### config.mk
export PLATFORM = sky130hd
export DESIGN_NAME = smsf_top
export DESIGN_NICKNAME = d
export VERILOG_FILES = /design/src/smsf_pkg.sv /design/src/smsf_framer.sv /design/src/smsf_top.sv
export VERILOG_INCLUDE_DIRS = /design/src /design/src/src
export SDC_FILE = /design/constraint.sdc
export NUM_CORES = 1
export LEC_CHECK = 0
export BUFFER_PORTS_ARGS = -buffer_cell sky130_fd_sc_hd__buf_4
export CAP_MARGIN = 10
export CORE_MARGIN = 2
export CORE_UTILIZATION = 40
export DETAILED_ROUTE_END_ITERATION = 16
export GPL_TIMING_DRIVEN = 0
export MAX_ROUTING_LAYER = met4
export PLACE_DENSITY_LB_ADDON = 0.2
export SKIP_LAST_GASP = 1
export SYNTH_ARGS = -nofsm -noshare
export SYNTH_HDL_FRONTEND = slang
export SYNTH_SLANG_ARGS = --single-unit
### constraint.sdc
create_clock -name sys_clk_i -period 2.4 [get_ports sys_clk_i]
set_clock_uncertainty 0.2 [all_clocks]
set_input_delay 0.24 -clock sys_clk_i [delete_from_list [all_inputs] [get_ports sys_clk_i]]
set_output_delay 0.24 -clock sys_clk_i [all_outputs]
set_load 0.02 [all_outputs]
### src/smsf_regs.svh
/*
 * Register offsets, field positions, reset values and timing constants
 * for the signal monitor status and framer block.
 * Assumes inclusion by bare name from the design modules, the checker and the bench.
 */
`ifndef SMSF_REGS_SVH
`define SMSF_REGS_SVH

`define SMSF_IDX_CTRL 12'h274
`define SMSF_IDX_RES_LO 12'h275
`define SMSF_IDX_RES_MID 12'h276
`define SMSF_IDX_RES_HI 12'h277
`define SMSF_IDX_FRAME_CNT 12'h278
`define SMSF_IDX_FRM_EN 12'h279
`define SMSF_IDX_FRM_SEL 12'h27a
`define SMSF_IDX_IRQ_STAT 12'h280
`define SMSF_IDX_IRQ_MASK 12'h281

`define SMSF_CTRL_UPD_BIT 4
`define SMSF_CTRL_SEL_LSB 0
`define SMSF_RST_RES_SEL 3'h1
`define SMSF_SEL_PEAK 3'h1
`define SMSF_RST_FRM_EN 2'h0
`define SMSF_FRM_EN_ON 2'h3
`define SMSF_RST_FRM_SEL 8'h02
`define SMSF_FRM_SEL_PEAK_BIT 1
`define SMSF_IRQ_UPD_BIT 0
`define SMSF_IRQ_EXP_BIT 1
`define SMSF_IRQ_WRAP_BIT 2
`define SMSF_RST_PERIOD 24'h000080

`endif

### src/smsf_pkg.sv
/*
 * Types shared by the signal monitor status and framer block.
 * Assumes the register header sits on the include path.
 */
package smsf_pkg;
	typedef enum logic [1:0] {
		SMSF_ST_IDLE,
		SMSF_ST_DATA
	} smsf_frm_state_e;
	typedef logic [19:0] smsf_result_t;
endpackage : smsf_pkg

### src/smsf_framer.sv
/*
 * Sideband statistics framer: serialises the selected statistics into
 * a word stream for insertion into the outgoing link frames.
 * Assumes the link side accepts one word whenever ready is high.
 */
`include "smsf_regs.svh"
module smsf_framer
	import smsf_pkg::*;
#(
	parameter int RES_W = 20
) (
	// Clock and reset
	input wire logic sys_clk_i,
	input wire logic rst_i,
	// Control
	input wire logic [1:0] frm_en_i,
	input wire logic [7:0] frm_sel_i,
	input wire logic period_expire_i,
	input wire logic [RES_W-1:0] peak_result_i,
	// Link side
	output logic [RES_W-1:0] sideband_stats_port_data_o,
	output logic sideband_stats_port_valid_o,
	input wire logic sideband_stats_port_ready_i
);
	// Refuse widths that the word lane cannot carry
	if (RES_W < 1 || RES_W > 32) begin : g_bad_width
		$error("smsf_framer: RES_W out of range");
	end

	smsf_frm_state_e state;
	smsf_frm_state_e next_state;
	wire export_on;
	wire peak_on;
	wire start;
	wire done;

	// Export only when the enable field reads 11
	assign export_on = (frm_en_i == `SMSF_FRM_EN_ON);
	assign peak_on = frm_sel_i[`SMSF_FRM_SEL_PEAK_BIT];
	assign start = export_on && peak_on && period_expire_i;
	assign done = sideband_stats_port_ready_i;
	assign sideband_stats_port_valid_o = (state == SMSF_ST_DATA);

	always_comb begin
		next_state = state;
		unique case (state)
			SMSF_ST_IDLE: begin
				if (start) begin
					next_state = SMSF_ST_DATA;
				end
			end
			SMSF_ST_DATA: begin
				if (done) begin
					next_state = SMSF_ST_IDLE;
				end
			end
			default: begin
				next_state = SMSF_ST_IDLE;
			end
		endcase
	end

	always_ff @(posedge sys_clk_i) begin
		if (rst_i) begin
			state <= SMSF_ST_IDLE;
		end else begin
			state <= next_state;
		end
	end

	// Peak data captured into the frame word at period end
	always_ff @(posedge sys_clk_i) begin
		if (rst_i) begin
			sideband_stats_port_data_o <= '0;
		end else if (state == SMSF_ST_IDLE && start) begin
			sideband_stats_port_data_o <= peak_result_i;
		end
	end
endmodule : smsf_framer

### src/smsf_top.sv
/*
 * Signal monitor status readback and statistics framer control, with
 * an AHB-Lite register slave and a masked interrupt.
 * Registers answer with no wait state; read data is registered.
 * Assumes the period counter expiry and peak result arrive synchronous
 * to sys_clk_i; the host programs only even monitor periods.
 */
// Decided for this implementation: register access over AHB-Lite.
// Functional notes
// Update bit snapshots results, then self-clears
// Result select field resets to one; 001=peak
// 20-bit result over three bytes, nibble reserved
// Frame counter increments on every period expiry
// Framer enable field: 00 off, 11 on
// Input select bit one includes that statistic
// Host programs even monitor period only
// Peak selected means peak data in frame
// All result bytes captured in one cycle
`include "smsf_regs.svh"
module smsf_top
	import smsf_pkg::*;
#(
	parameter int RES_W = 20
) (
	// Clock and reset
	input wire logic sys_clk_i,
	input wire logic rst_i,
	// AHB-Lite slave
	input wire logic hsel_i,
	input wire logic [31:0] haddr_i,
	input wire logic [1:0] htrans_i,
	input wire logic hwrite_i,
	input wire logic [2:0] hsize_i,
	input wire logic [31:0] hwdata_i,
	input wire logic hready_i,
	output logic [31:0] hrdata_o,
	output logic hreadyout_o,
	output logic hresp_o,
	// Monitor inputs
	input wire logic period_expire_i,
	input wire logic [RES_W-1:0] peak_result_i,
	// Sideband statistics to link framer
	output logic [RES_W-1:0] sideband_stats_port_data_o,
	output logic sideband_stats_port_valid_o,
	input wire logic sideband_stats_port_ready_i,
	// Interrupt
	output logic irq_o
);
	// Readback layout is fixed at a 20-bit result
	if (RES_W != 20) begin : g_bad_width
		$error("smsf_top: readback layout needs RES_W of 20");
	end

	// Index compare shared by every decoder
	function automatic logic is_idx(input logic [11:0] idx, input logic [11:0] want);
		return idx == want;
	endfunction : is_idx

	// Address phase capture
	logic wr_pend;
	logic [11:0] ph_idx;
	wire take;
	wire take_wr;
	wire take_rd;
	wire [11:0] a_idx;
	assign take = hsel_i && hready_i && htrans_i[1];
	assign take_wr = take && hwrite_i;
	assign take_rd = take && !hwrite_i;
	assign a_idx = haddr_i[13:2];
	// Zero wait states, always OKAY
	assign hreadyout_o = 1'b1;
	assign hresp_o = 1'b0;

	// Write data phase flag
	always_ff @(posedge sys_clk_i) begin
		if (rst_i) begin
			wr_pend <= 1'b0;
		end else begin
			wr_pend <= take_wr;
		end
	end

	// Index of the register in the data phase
	always_ff @(posedge sys_clk_i) begin
		if (rst_i) begin
			ph_idx <= 12'h000;
		end else if (take) begin
			ph_idx <= a_idx;
		end
	end

	// Register state
	logic [2:0] res_sel;
	logic upd_req;
	smsf_result_t res_snap;
	logic [7:0] frame_snap;
	logic [7:0] frame_cnt;
	logic [1:0] frm_en;
	logic [7:0] frm_sel;
	wire [2:0] irq_stat;
	logic [2:0] irq_mask;

	// Write strobes, decoded in the data phase
	wire wr_ctrl;
	wire wr_en;
	wire wr_sel;
	wire wr_stat;
	wire wr_mask;
	wire [7:0] wb;
	assign wb = hwdata_i[7:0];
	assign wr_ctrl = wr_pend && is_idx(ph_idx, `SMSF_IDX_CTRL);
	assign wr_en = wr_pend && is_idx(ph_idx, `SMSF_IDX_FRM_EN);
	assign wr_sel = wr_pend && is_idx(ph_idx, `SMSF_IDX_FRM_SEL);
	assign wr_stat = wr_pend && is_idx(ph_idx, `SMSF_IDX_IRQ_STAT);
	assign wr_mask = wr_pend && is_idx(ph_idx, `SMSF_IDX_IRQ_MASK);

	// Read hits, decoded in the address phase
	wire rd_ctrl;
	wire rd_res_lo;
	wire rd_res_mid;
	wire rd_res_hi;
	wire rd_frame;
	wire rd_en;
	wire rd_sel;
	wire rd_stat;
	wire rd_mask;
	assign rd_ctrl = is_idx(a_idx, `SMSF_IDX_CTRL);
	assign rd_res_lo = is_idx(a_idx, `SMSF_IDX_RES_LO);
	assign rd_res_mid = is_idx(a_idx, `SMSF_IDX_RES_MID);
	assign rd_res_hi = is_idx(a_idx, `SMSF_IDX_RES_HI);
	assign rd_frame = is_idx(a_idx, `SMSF_IDX_FRAME_CNT);
	assign rd_en = is_idx(a_idx, `SMSF_IDX_FRM_EN);
	assign rd_sel = is_idx(a_idx, `SMSF_IDX_FRM_SEL);
	assign rd_stat = is_idx(a_idx, `SMSF_IDX_IRQ_STAT);
	assign rd_mask = is_idx(a_idx, `SMSF_IDX_IRQ_MASK);

	// Selected statistic; only the peak detector is wired in
	wire sel_peak;
	wire smsf_result_t sel_result;
	assign sel_peak = (res_sel == `SMSF_SEL_PEAK);
	assign sel_result = sel_peak ? peak_result_i : '0;

	wire frame_wrap;
	assign frame_wrap = period_expire_i && (frame_cnt == 8'hff);

	// Configuration registers, one block each
	// Result selection in bits 2:0
	always_ff @(posedge sys_clk_i) begin
		if (rst_i) begin
			res_sel <= `SMSF_RST_RES_SEL;
		end else if (wr_ctrl) begin
			res_sel <= wb[`SMSF_CTRL_SEL_LSB +: 3];
		end
	end

	// Framer enable field
	always_ff @(posedge sys_clk_i) begin
		if (rst_i) begin
			frm_en <= `SMSF_RST_FRM_EN;
		end else if (wr_en) begin
			frm_en <= wb[1:0];
		end
	end

	// Input selection; bits 7:6 reserved
	always_ff @(posedge sys_clk_i) begin
		if (rst_i) begin
			frm_sel <= `SMSF_RST_FRM_SEL;
		end else if (wr_sel) begin
			frm_sel <= {2'h0, wb[5:0]};
		end
	end

	// Interrupt mask
	always_ff @(posedge sys_clk_i) begin
		if (rst_i) begin
			irq_mask <= 3'h0;
		end else if (wr_mask) begin
			irq_mask <= wb[2:0];
		end
	end

	// Update strobe from a one in the update bit
	wire upd_wr;
	assign upd_wr = wr_ctrl && wb[`SMSF_CTRL_UPD_BIT];

	// Update request lives one cycle, then clears itself
	always_ff @(posedge sys_clk_i) begin
		if (rst_i) begin
			upd_req <= 1'b0;
		end else begin
			upd_req <= upd_wr;
		end
	end

	// Frame counter, wraps from ff to 00
	wire [7:0] next_frame_cnt;
	assign next_frame_cnt = frame_cnt + 8'h01;
	always_ff @(posedge sys_clk_i) begin
		if (rst_i) begin
			frame_cnt <= 8'h00;
		end else if (period_expire_i) begin
			frame_cnt <= next_frame_cnt;
		end
	end

	// Every result byte snapshots on the same strobe
	always_ff @(posedge sys_clk_i) begin
		if (rst_i) begin
			res_snap <= '0;
		end else if (upd_req) begin
			res_snap <= sel_result;
		end
	end

	// Frame count snapshots with the result
	always_ff @(posedge sys_clk_i) begin
		if (rst_i) begin
			frame_snap <= 8'h00;
		end else if (upd_req) begin
			frame_snap <= frame_cnt;
		end
	end

	// Sticky events; a new event beats a same-cycle clear
	localparam int IRQ_N = 3;
	wire [IRQ_N-1:0] irq_evt;
	wire [IRQ_N-1:0] irq_clr;
	assign irq_evt[`SMSF_IRQ_UPD_BIT] = upd_req;
	assign irq_evt[`SMSF_IRQ_EXP_BIT] = period_expire_i;
	assign irq_evt[`SMSF_IRQ_WRAP_BIT] = frame_wrap;
	assign irq_clr = wr_stat ? wb[IRQ_N-1:0] : '0;

	// One flag per event
	for (genvar gi = 0; gi < IRQ_N; gi++) begin : g_irq
		logic flag;
		always_ff @(posedge sys_clk_i) begin
			if (rst_i) begin
				flag <= 1'b0;
			end else if (irq_evt[gi]) begin
				flag <= 1'b1;
			end else if (irq_clr[gi]) begin
				flag <= 1'b0;
			end
		end
		assign irq_stat[gi] = flag;
	end

	assign irq_o = |(irq_stat & irq_mask);

	// Readback byte of each register; update bit reads zero
	wire [7:0] ctrl_byte;
	wire [7:0] res_lo_byte;
	wire [7:0] res_mid_byte;
	wire [7:0] res_hi_byte;
	wire [7:0] frame_byte;
	wire [7:0] en_byte;
	wire [7:0] sel_byte;
	wire [7:0] stat_byte;
	wire [7:0] mask_byte;
	assign ctrl_byte = {5'h00, res_sel};
	assign res_lo_byte = res_snap[7:0];
	assign res_mid_byte = res_snap[15:8];
	assign res_hi_byte = {4'h0, res_snap[19:16]};
	assign frame_byte = frame_snap;
	assign en_byte = {6'h00, frm_en};
	assign sel_byte = frm_sel;
	assign stat_byte = {5'h00, irq_stat};
	assign mask_byte = {5'h00, irq_mask};

	// Read mux on the address phase index
	wire [7:0] rd_byte;
	assign rd_byte =
		rd_ctrl ? ctrl_byte :
		rd_res_lo ? res_lo_byte :
		rd_res_mid ? res_mid_byte :
		rd_res_hi ? res_hi_byte :
		rd_frame ? frame_byte :
		rd_en ? en_byte :
		rd_sel ? sel_byte :
		rd_stat ? stat_byte :
		rd_mask ? mask_byte : 8'h00;

	// Read data registered into the data phase; zero otherwise
	always_ff @(posedge sys_clk_i) begin
		if (rst_i) begin
			hrdata_o <= 32'h00000000;
		end else if (take_rd) begin
			hrdata_o <= {24'h000000, rd_byte};
		end else begin
			hrdata_o <= 32'h00000000;
		end
	end

	smsf_framer #(
		.RES_W(RES_W)
	) u_framer (
		.sys_clk_i(sys_clk_i),
		.rst_i(rst_i),
		.frm_en_i(frm_en),
		.frm_sel_i(frm_sel),
		.period_expire_i(period_expire_i),
		.peak_result_i(peak_result_i),
		.sideband_stats_port_data_o(sideband_stats_port_data_o),
		.sideband_stats_port_valid_o(sideband_stats_port_valid_o),
		.sideband_stats_port_ready_i(sideband_stats_port_ready_i)
	);
endmodule : smsf_top

==> metrics.txt, run 1 <==
largest family of logic cells by synthesized area simple AND/OR/NAND/NOR gates; Total GRT Usage 0.2068; Hold Fails Final Rpt 0; Net Switching 0.7064 mW; Max-Cap Viols 0; post-synthesis instance total 500; final instance area approximately 0.0056 mm^2; HPWL Detailed between 8000 and 9000 um; sequential share of power 0.540; largest net degree at the start of global routing 16; area delta synth->final 32.64%; Setup Buffers After CTS 0; Core Box Area a little over 0.01 mm^2; Levels on crit path 7; worst slew pin tran between 0.6 and 0.7 ns; Avg Inst Size Synth around 8.5 um^2; Startpoint Class input port; synth warn 0; final WL between 10,000 and 15,000 um; share of cells above drive strength 1 0.2099; Crit. End Element register; adder-cell share of the synthesized area 0.002948; die area about 0.011 mm^2; Sw Share 0.2362; clock buffer count from CTS 9; first-pass GRT wire length roughly 18,000 um; DR pass1 iterations 5; Logic pwr share 0.101; vias a little under 4,000; r2r endpoint frm_sel[1]; Post-Synth XOR/XNOR Area 0.01032; Crit path buffers/inverters 2; PwrDens approximately 530 mW/mm^2; Leak approximately 2.3 nW; area leader, netlist dfxtp_1; outcome finished, final reports clean; mux cell area share after synthesis 0.07547; Clk pwr share 0.359; initial antenna violation count 0; boundary pin count around 150; worst endpoint data arrival time 2.34 ns; number of cell rows 37; crit path time final 2.293 ns; Overflow after GRT 0; clk slew on worst S/H paths 0.09 ns; post-synthesis compound-gate area fraction 0.1330; vias in the first global route between 3,000 and 4,000; H-tree levels 3; RSZ-0062 raised after global routing false; nets between 700 and 800; CP startpoint haddr_i[7]; slowest stage cell, crit path nor4b_1; internal power 2.285 mW; Worst Path Max Fanout 3; clock latency on the worst-skew pair 0.35 ns; Post-synth EDFFs 0; hold depth 4; drt initial violations 277; DR WL/cell 14.65 um; die width 107.0 um; DRC 0; Main synth FF type dfxtp_1; CP max stage delay around 0.56 ns; synth top area cells dfxtp_1 45%, a21oi_1 7.1%, nand2_1 6.7%; r2r worst-path depth 6; r2r startpoint ph_idx[11]; R2R Setup Slk approximately 0.42 ns; DP Area around 0.005 mm^2; Worst Setup Path Type in2reg; clk root buf clkbuf_8; Final period util 0.9553; CTS tree built; antenna-violating nets left 0; Syn Std Cell Area around 0.0042 mm^2; Slew Limit Headroom 0.5851; Setup TNS 0 ns; Synth cell types between 50 and 60; input/output buffers 71; post-synthesis sequential area ratio 0.4528; CP Cell Sequence dlygate4sd3_1 > buf_4 > nor4b_1 > nand3_1 > a21o_1 > a22o_1 > a21boi_0; FF+latch count, synth between 90 and 100; ant diodes 0; Post-synth ARST share 0; starting density of the core 0.4111; HP Class in2reg; simple-gate share of the synthesized area 0.2441; Final Slew Violations 0; Worst Path Required approximately 2.5 ns; Final Setup Violations 0; Peak Freq approximately 0.44 GHz; Min-Delay Startpoint haddr_i[10]; Max clock buf depth 2; DIE HEIGHT 107.0 um; clock sink count between 90 and 100; drt via density between 4 and 5; critical path's top delay family simple AND/OR/NAND/NOR gates; Yosys top cell area share 0.4528; Final Wtd Congestion approximately 0.94; WHS Endpoint hrdata_o[0]; VDD IR max between 300 and 400 uV
-- metal layers --
| metal | track usage | wire [um] | up-vias |
|---|---|---|---|
| met5 | - | 0 | - |
| met4 | 0.05102 | 148 | 0 |
| met3 | 0.04134 | 757 | 13 |
| met2 | 0.3462 | 5469 | 165 |
| met1 | 0.2575 | 5111 | 1792 |
| li1 | - | - | 1936 |
-- per-stage QoR --
stage                     hold slack, ns  total power [mW]  setup WS [ns]  instances  utilization
final                            0.01204             2.991         0.1072        784       0.5453
after global routing             0.02051             3.105        0.01253        784       0.5453
after CTS                        0.02022             3.011        0.04000        784       0.5447
after detailed placement          0.2473             1.901         0.1190        731       0.4879
after global placement            0.2453             1.897         0.1429        731       0.4879
after floorplan                   0.1578             1.797         0.5718        524            -
-- sequential cells by signal (all words and copies together) (netlist names) --
register                             flops
res_snap                                20
u_framer.sideband_stats_port_data_o     20
ph_idx                                  12
frame_byte                               8
frame_cnt                                8
hrdata_o                                 8
frm_sel                                  6
g_irq.flag                               3
irq_mask                                 3
res_sel                                  3
frm_en                                   2
u_framer.state                           1
upd_req                                  1
wr_pend                                  1
-- layout by cell type, fill, tap and decap left out, types with 5 or more instances in the layout --
master          n
a21oi_1        60
dfxtp_1        96
o21ai_0         9
mux2i_1        23
nor2_1         61
buf_4          97
clkbuf_8       11
clkbuf_1       21
dlygate4sd3_1  38
nand4_1         5
nor2b_1        22
buf_2           6
a22o_1          5
nand2_1        76
mux2_2          8
nand3_1         9
conb_1         26
-- worst reg2reg max path, cell delays in order, from the launching register on --
cell and delay, ns:
dfxtp_1 0.35, nor4b_4 0.37, nor4b_4 0.27, and4b_1 0.24, buf_6 0.15, nor2b_2 0.05, a211o_1 0.25
-- power by group through the flow --
stage | sequential (mW) | combinational, mW | clock (mW)
after floorplan | 1.65 | 0.148 | 0
after global placement | 1.65 | 0.245 | 0
after detailed placement | 1.65 | 0.248 | 0
after CTS | 1.62 | 0.297 | 1.10
after global routing | 1.62 | 0.326 | 1.16
final | 1.62 | 0.302 | 1.07
-- cell type report --
cell class | instances | area [um^2]
fill | 965 | 4695
sequential | 96 | 1922
inverter | 4 | 15.01
tap | 136 | 170.2
clock inverter | 4 | 53.80
timing repair buffer | 109 | 913.4
buffer | 56 | 322.8
multi-input combinational | 368 | 2081
clock buffer | 11 | 151.4
-- cells by family after synthesis --
group,Yosys count
AOI/OAI and AO/OA,96
adders and majority gates,1
and+or+nand+nor,209
buffers and inverters,60
muxes,31
DFF,96
other,2
xor gates and xnor gates,5
-- synthesized netlist by cell type, drive strengths merged (6+ instances only) --
cell,instances
mux2i,23
nor2b,23
nand2,76
dfxtp,96
o21ai,10
a21oi,60
nand3,9
clkbuf,21
mux2,8
nor4b,6
nor2,61
buf,35
-- worst max-delay path by stage --
stage / endpoint / slack, ns
floorplan: frm_sel[1] / 0.57
CTS: hrdata_o[3] / 0.04
detailed placement: hrdata_o[3] / 0.12
global route: hrdata_o[2] / 0.01
global placement: hrdata_o[3] / 0.14
finish: hrdata_o[2] / 0.11
-- what timing repair did --
action / 4_1_cts / 5_1_grt
hold buffers: 38 / 0
endpoints found under the hold margin: 66 / 0
gates resized for setup: 0 / 2
setup endpoints to repair: 0 / 5
Power figures use the tool's default switching activity.
==> inputs of run 2 (changes only) <==
CORE_UTILIZATION = 45   (was 40)
SLEW_MARGIN = 20   (was unset)
==> run 2 against run 1 <==
  * Worst setup slack better by 0.025 ns
  * Sequential power about the same
  * Register-to-register slack worse by 0.06 ns
  * Routed wire length up 2.6%
  * Critical path depth up 1
  * Critical endpoint is now hrdata_o[3]
  * Global-route usage up 3.6 points
  * Final cell count down 3.1%
  * Utilization up 6.6 points
  * Maximum frequency up 1.1%
  * Count of clock-buffer cells in the layout up 1
  * Critical path type unchanged
==> metrics.txt, run 2 (synthesis results as in run 1) <==
outcome finished, final reports clean (unchanged); Final Setup Violations 0 (unchanged); clk root buf clkbuf_8 (unchanged); clock sink count 96 (unchanged); final WL 11,780 um (was 11,490 um); die width 101.1 um (was 107.0 um); met3 WL 557 um (was 757 um); setup ws final 0.1324 ns (was 0.1072 ns); H-tree levels 3 (unchanged); VDD IR max 301.3 uV (was 305.7 uV); # placed instances 706 (was 731); DP Area 0.005006 mm^2 (was 0.005037 mm^2); Final Wtd Congestion 0.8974 (was 0.9427); Worst Setup Path Type in2reg (unchanged); Peak Freq 0.4410 GHz (was 0.4362 GHz); Tot Pwr 3.126 mW (was 2.991 mW); Worst Path Required 2.44 ns (was 2.45 ns); PwrDens 556.5 mW/mm^2 (was 531.4 mW/mm^2); Setup Buffers After CTS 0 (unchanged); Total GRT Usage 0.2425 (was 0.2068); Setup TNS 0 ns (unchanged); drt initial violations 175 (was 277); vias 3,940 (was 3,906); Final period util 0.9448 (was 0.9553); R2R Setup Slk 0.36 ns (was 0.42 ns); Slew Limit Headroom 0.4770 (was 0.5851); antenna-violating nets left 0 (unchanged); first-pass GRT wire length 18,440 um (was 18,130 um); Worst Path Max Fanout 9 (was 3); DIE HEIGHT 101.1 um (was 107.0 um); ant diodes 0 (unchanged); clock latency on the worst-skew pair 0.37 ns (was 0.35 ns); share of cells above drive strength 1 0.2080 (was 0.2099); crit path time final 2.268 ns (was 2.293 ns); Crit. End Element register (unchanged); final instance area 0.005618 mm^2 (was 0.005629 mm^2); worst slew pin tran 0.7736 ns (was 0.6137 ns); input/output buffers 71 (unchanged); biggest regs res_snap x20, u_framer.sideband_stats_port_data_o x20, ph_idx x12 (unchanged); Max-Cap Viols 0 (unchanged); DR WL/cell 15.50 um (was 14.65 um); post-route insts no fill 760 (was 784); most frequent cells in the layout 97 x buf_4, 96 x dfxtp_1, 76 x nand2_1 (unchanged); Place WS 0.1195 ns (was 0.1190 ns); post-layout util 0.6109 (was 0.5453); Core Box Area 0.009196 mm^2 (was 0.01032 mm^2); largest net degree at the start of global routing 16 (unchanged); die area 0.01022 mm^2 (was 0.01145 mm^2); Final Slew Violations 0 (unchanged); HPWL Detailed 8491 um (was 8373 um); most common cell after layout, fill and taps aside buf_4 (unchanged); Startpoint Class input port (unchanged); area delta synth->final 32.37% (was 32.64%); Leak 2.290 nW (was 2.276 nW); nets 741 (unchanged); CTS tree built (unchanged); clock buffer count from CTS 9 (unchanged); Hold WS 0.02601 ns (was 0.01204 ns); Hold Fails Final Rpt 0 (unchanged); Met2 Wirelength 5729 um (was 5469 um); initial antenna violation count 0 (unchanged); DR pass1 iterations 5 (unchanged); vias in the first global route 3,779 (was 3,683); drt via density 5.184 (was 4.982); clk slew on worst S/H paths 0.09 ns (about the same); HP Class in2reg (unchanged); Top Metal Used met4 (unchanged); Max clock buf depth 2 (unchanged); number of cell rows 35 (was 37); DRC 0 (unchanged); Overflow after GRT 0 (unchanged); boundary pin count 152 (unchanged); M1 WL 5309 um (was 5111 um); worst endpoint data arrival time 2.30 ns (was 2.34 ns); RSZ-0062 raised after global routing false (unchanged); starting density of the core 0.4615 (was 0.4111)
run 2: cell count changes in the layout (fill, tap and decap cells not counted), sizes merged:
| cell | previous run | this run |
|---|---|---|
| bufinv | 1 | 2 |
| clkinvlp | 2 | 1 |
| clkbuf | 32 | 33 |
run 2: final timing paths:
kind | end | from | depth (start not counted)
worst max register to register | frm_sel[1] | ph_idx[10] | 6
worst min-delay path | hrdata_o[0] | haddr_i[10] | 4
worst max-delay path | hrdata_o[3] | haddr_i[9] | 8
worst min register to register | u_framer.sideband_stats_port_data_o[10] | u_framer.sideband_stats_port_data_o[10] | 2
run 2: metal layers:
layer,GRT usage,up-vias
met2,0.4096,141
met3,0.03537,18
met1,0.2944,1840
li1,-,1941
met4,0.08628,0
met5,-,-
run 2: timing repair:
item / 4_1_cts / 5_1_grt
resized for setup: 0 / 1
endpoints found under the hold margin: 68 / 0
endpoints found under the setup margin: 0 / 5
hold buffers: 38 / 0
run 2: area by class of cell:
type / count / area (um^2)
buffer: 56 / 322.8
clock inverter: 4 / 76.32
inverter: 4 / 15.01
clock buffer: 12 / 155.1
multi-input combinational: 368 / 2074
sequential: 96 / 1922
fill: 823 / 3578
tap: 111 / 138.9
timing repair buffer: 109 / 913.4
run 2: worst max-delay path, stage by stage:
cell           delay (ns)
dlygate4sd3_1        0.54
buf_4                0.14
and4b_1              0.36
and3b_1              0.18
buf_2                0.21
a22oi_1              0.09
o21a_1               0.18
nor4_1               0.37
run 2: power by group:
| part | internal [mW] | total, mW | switching (mW) |
|---|---|---|---|
| logic | 0.147 | 0.303 | 0.156 |
| registers | 1.60 | 1.62 | 0.0122 |
| clock network | 0.646 | 1.21 | 0.561 |
| total | 2.40 | 3.13 | 0.730 |
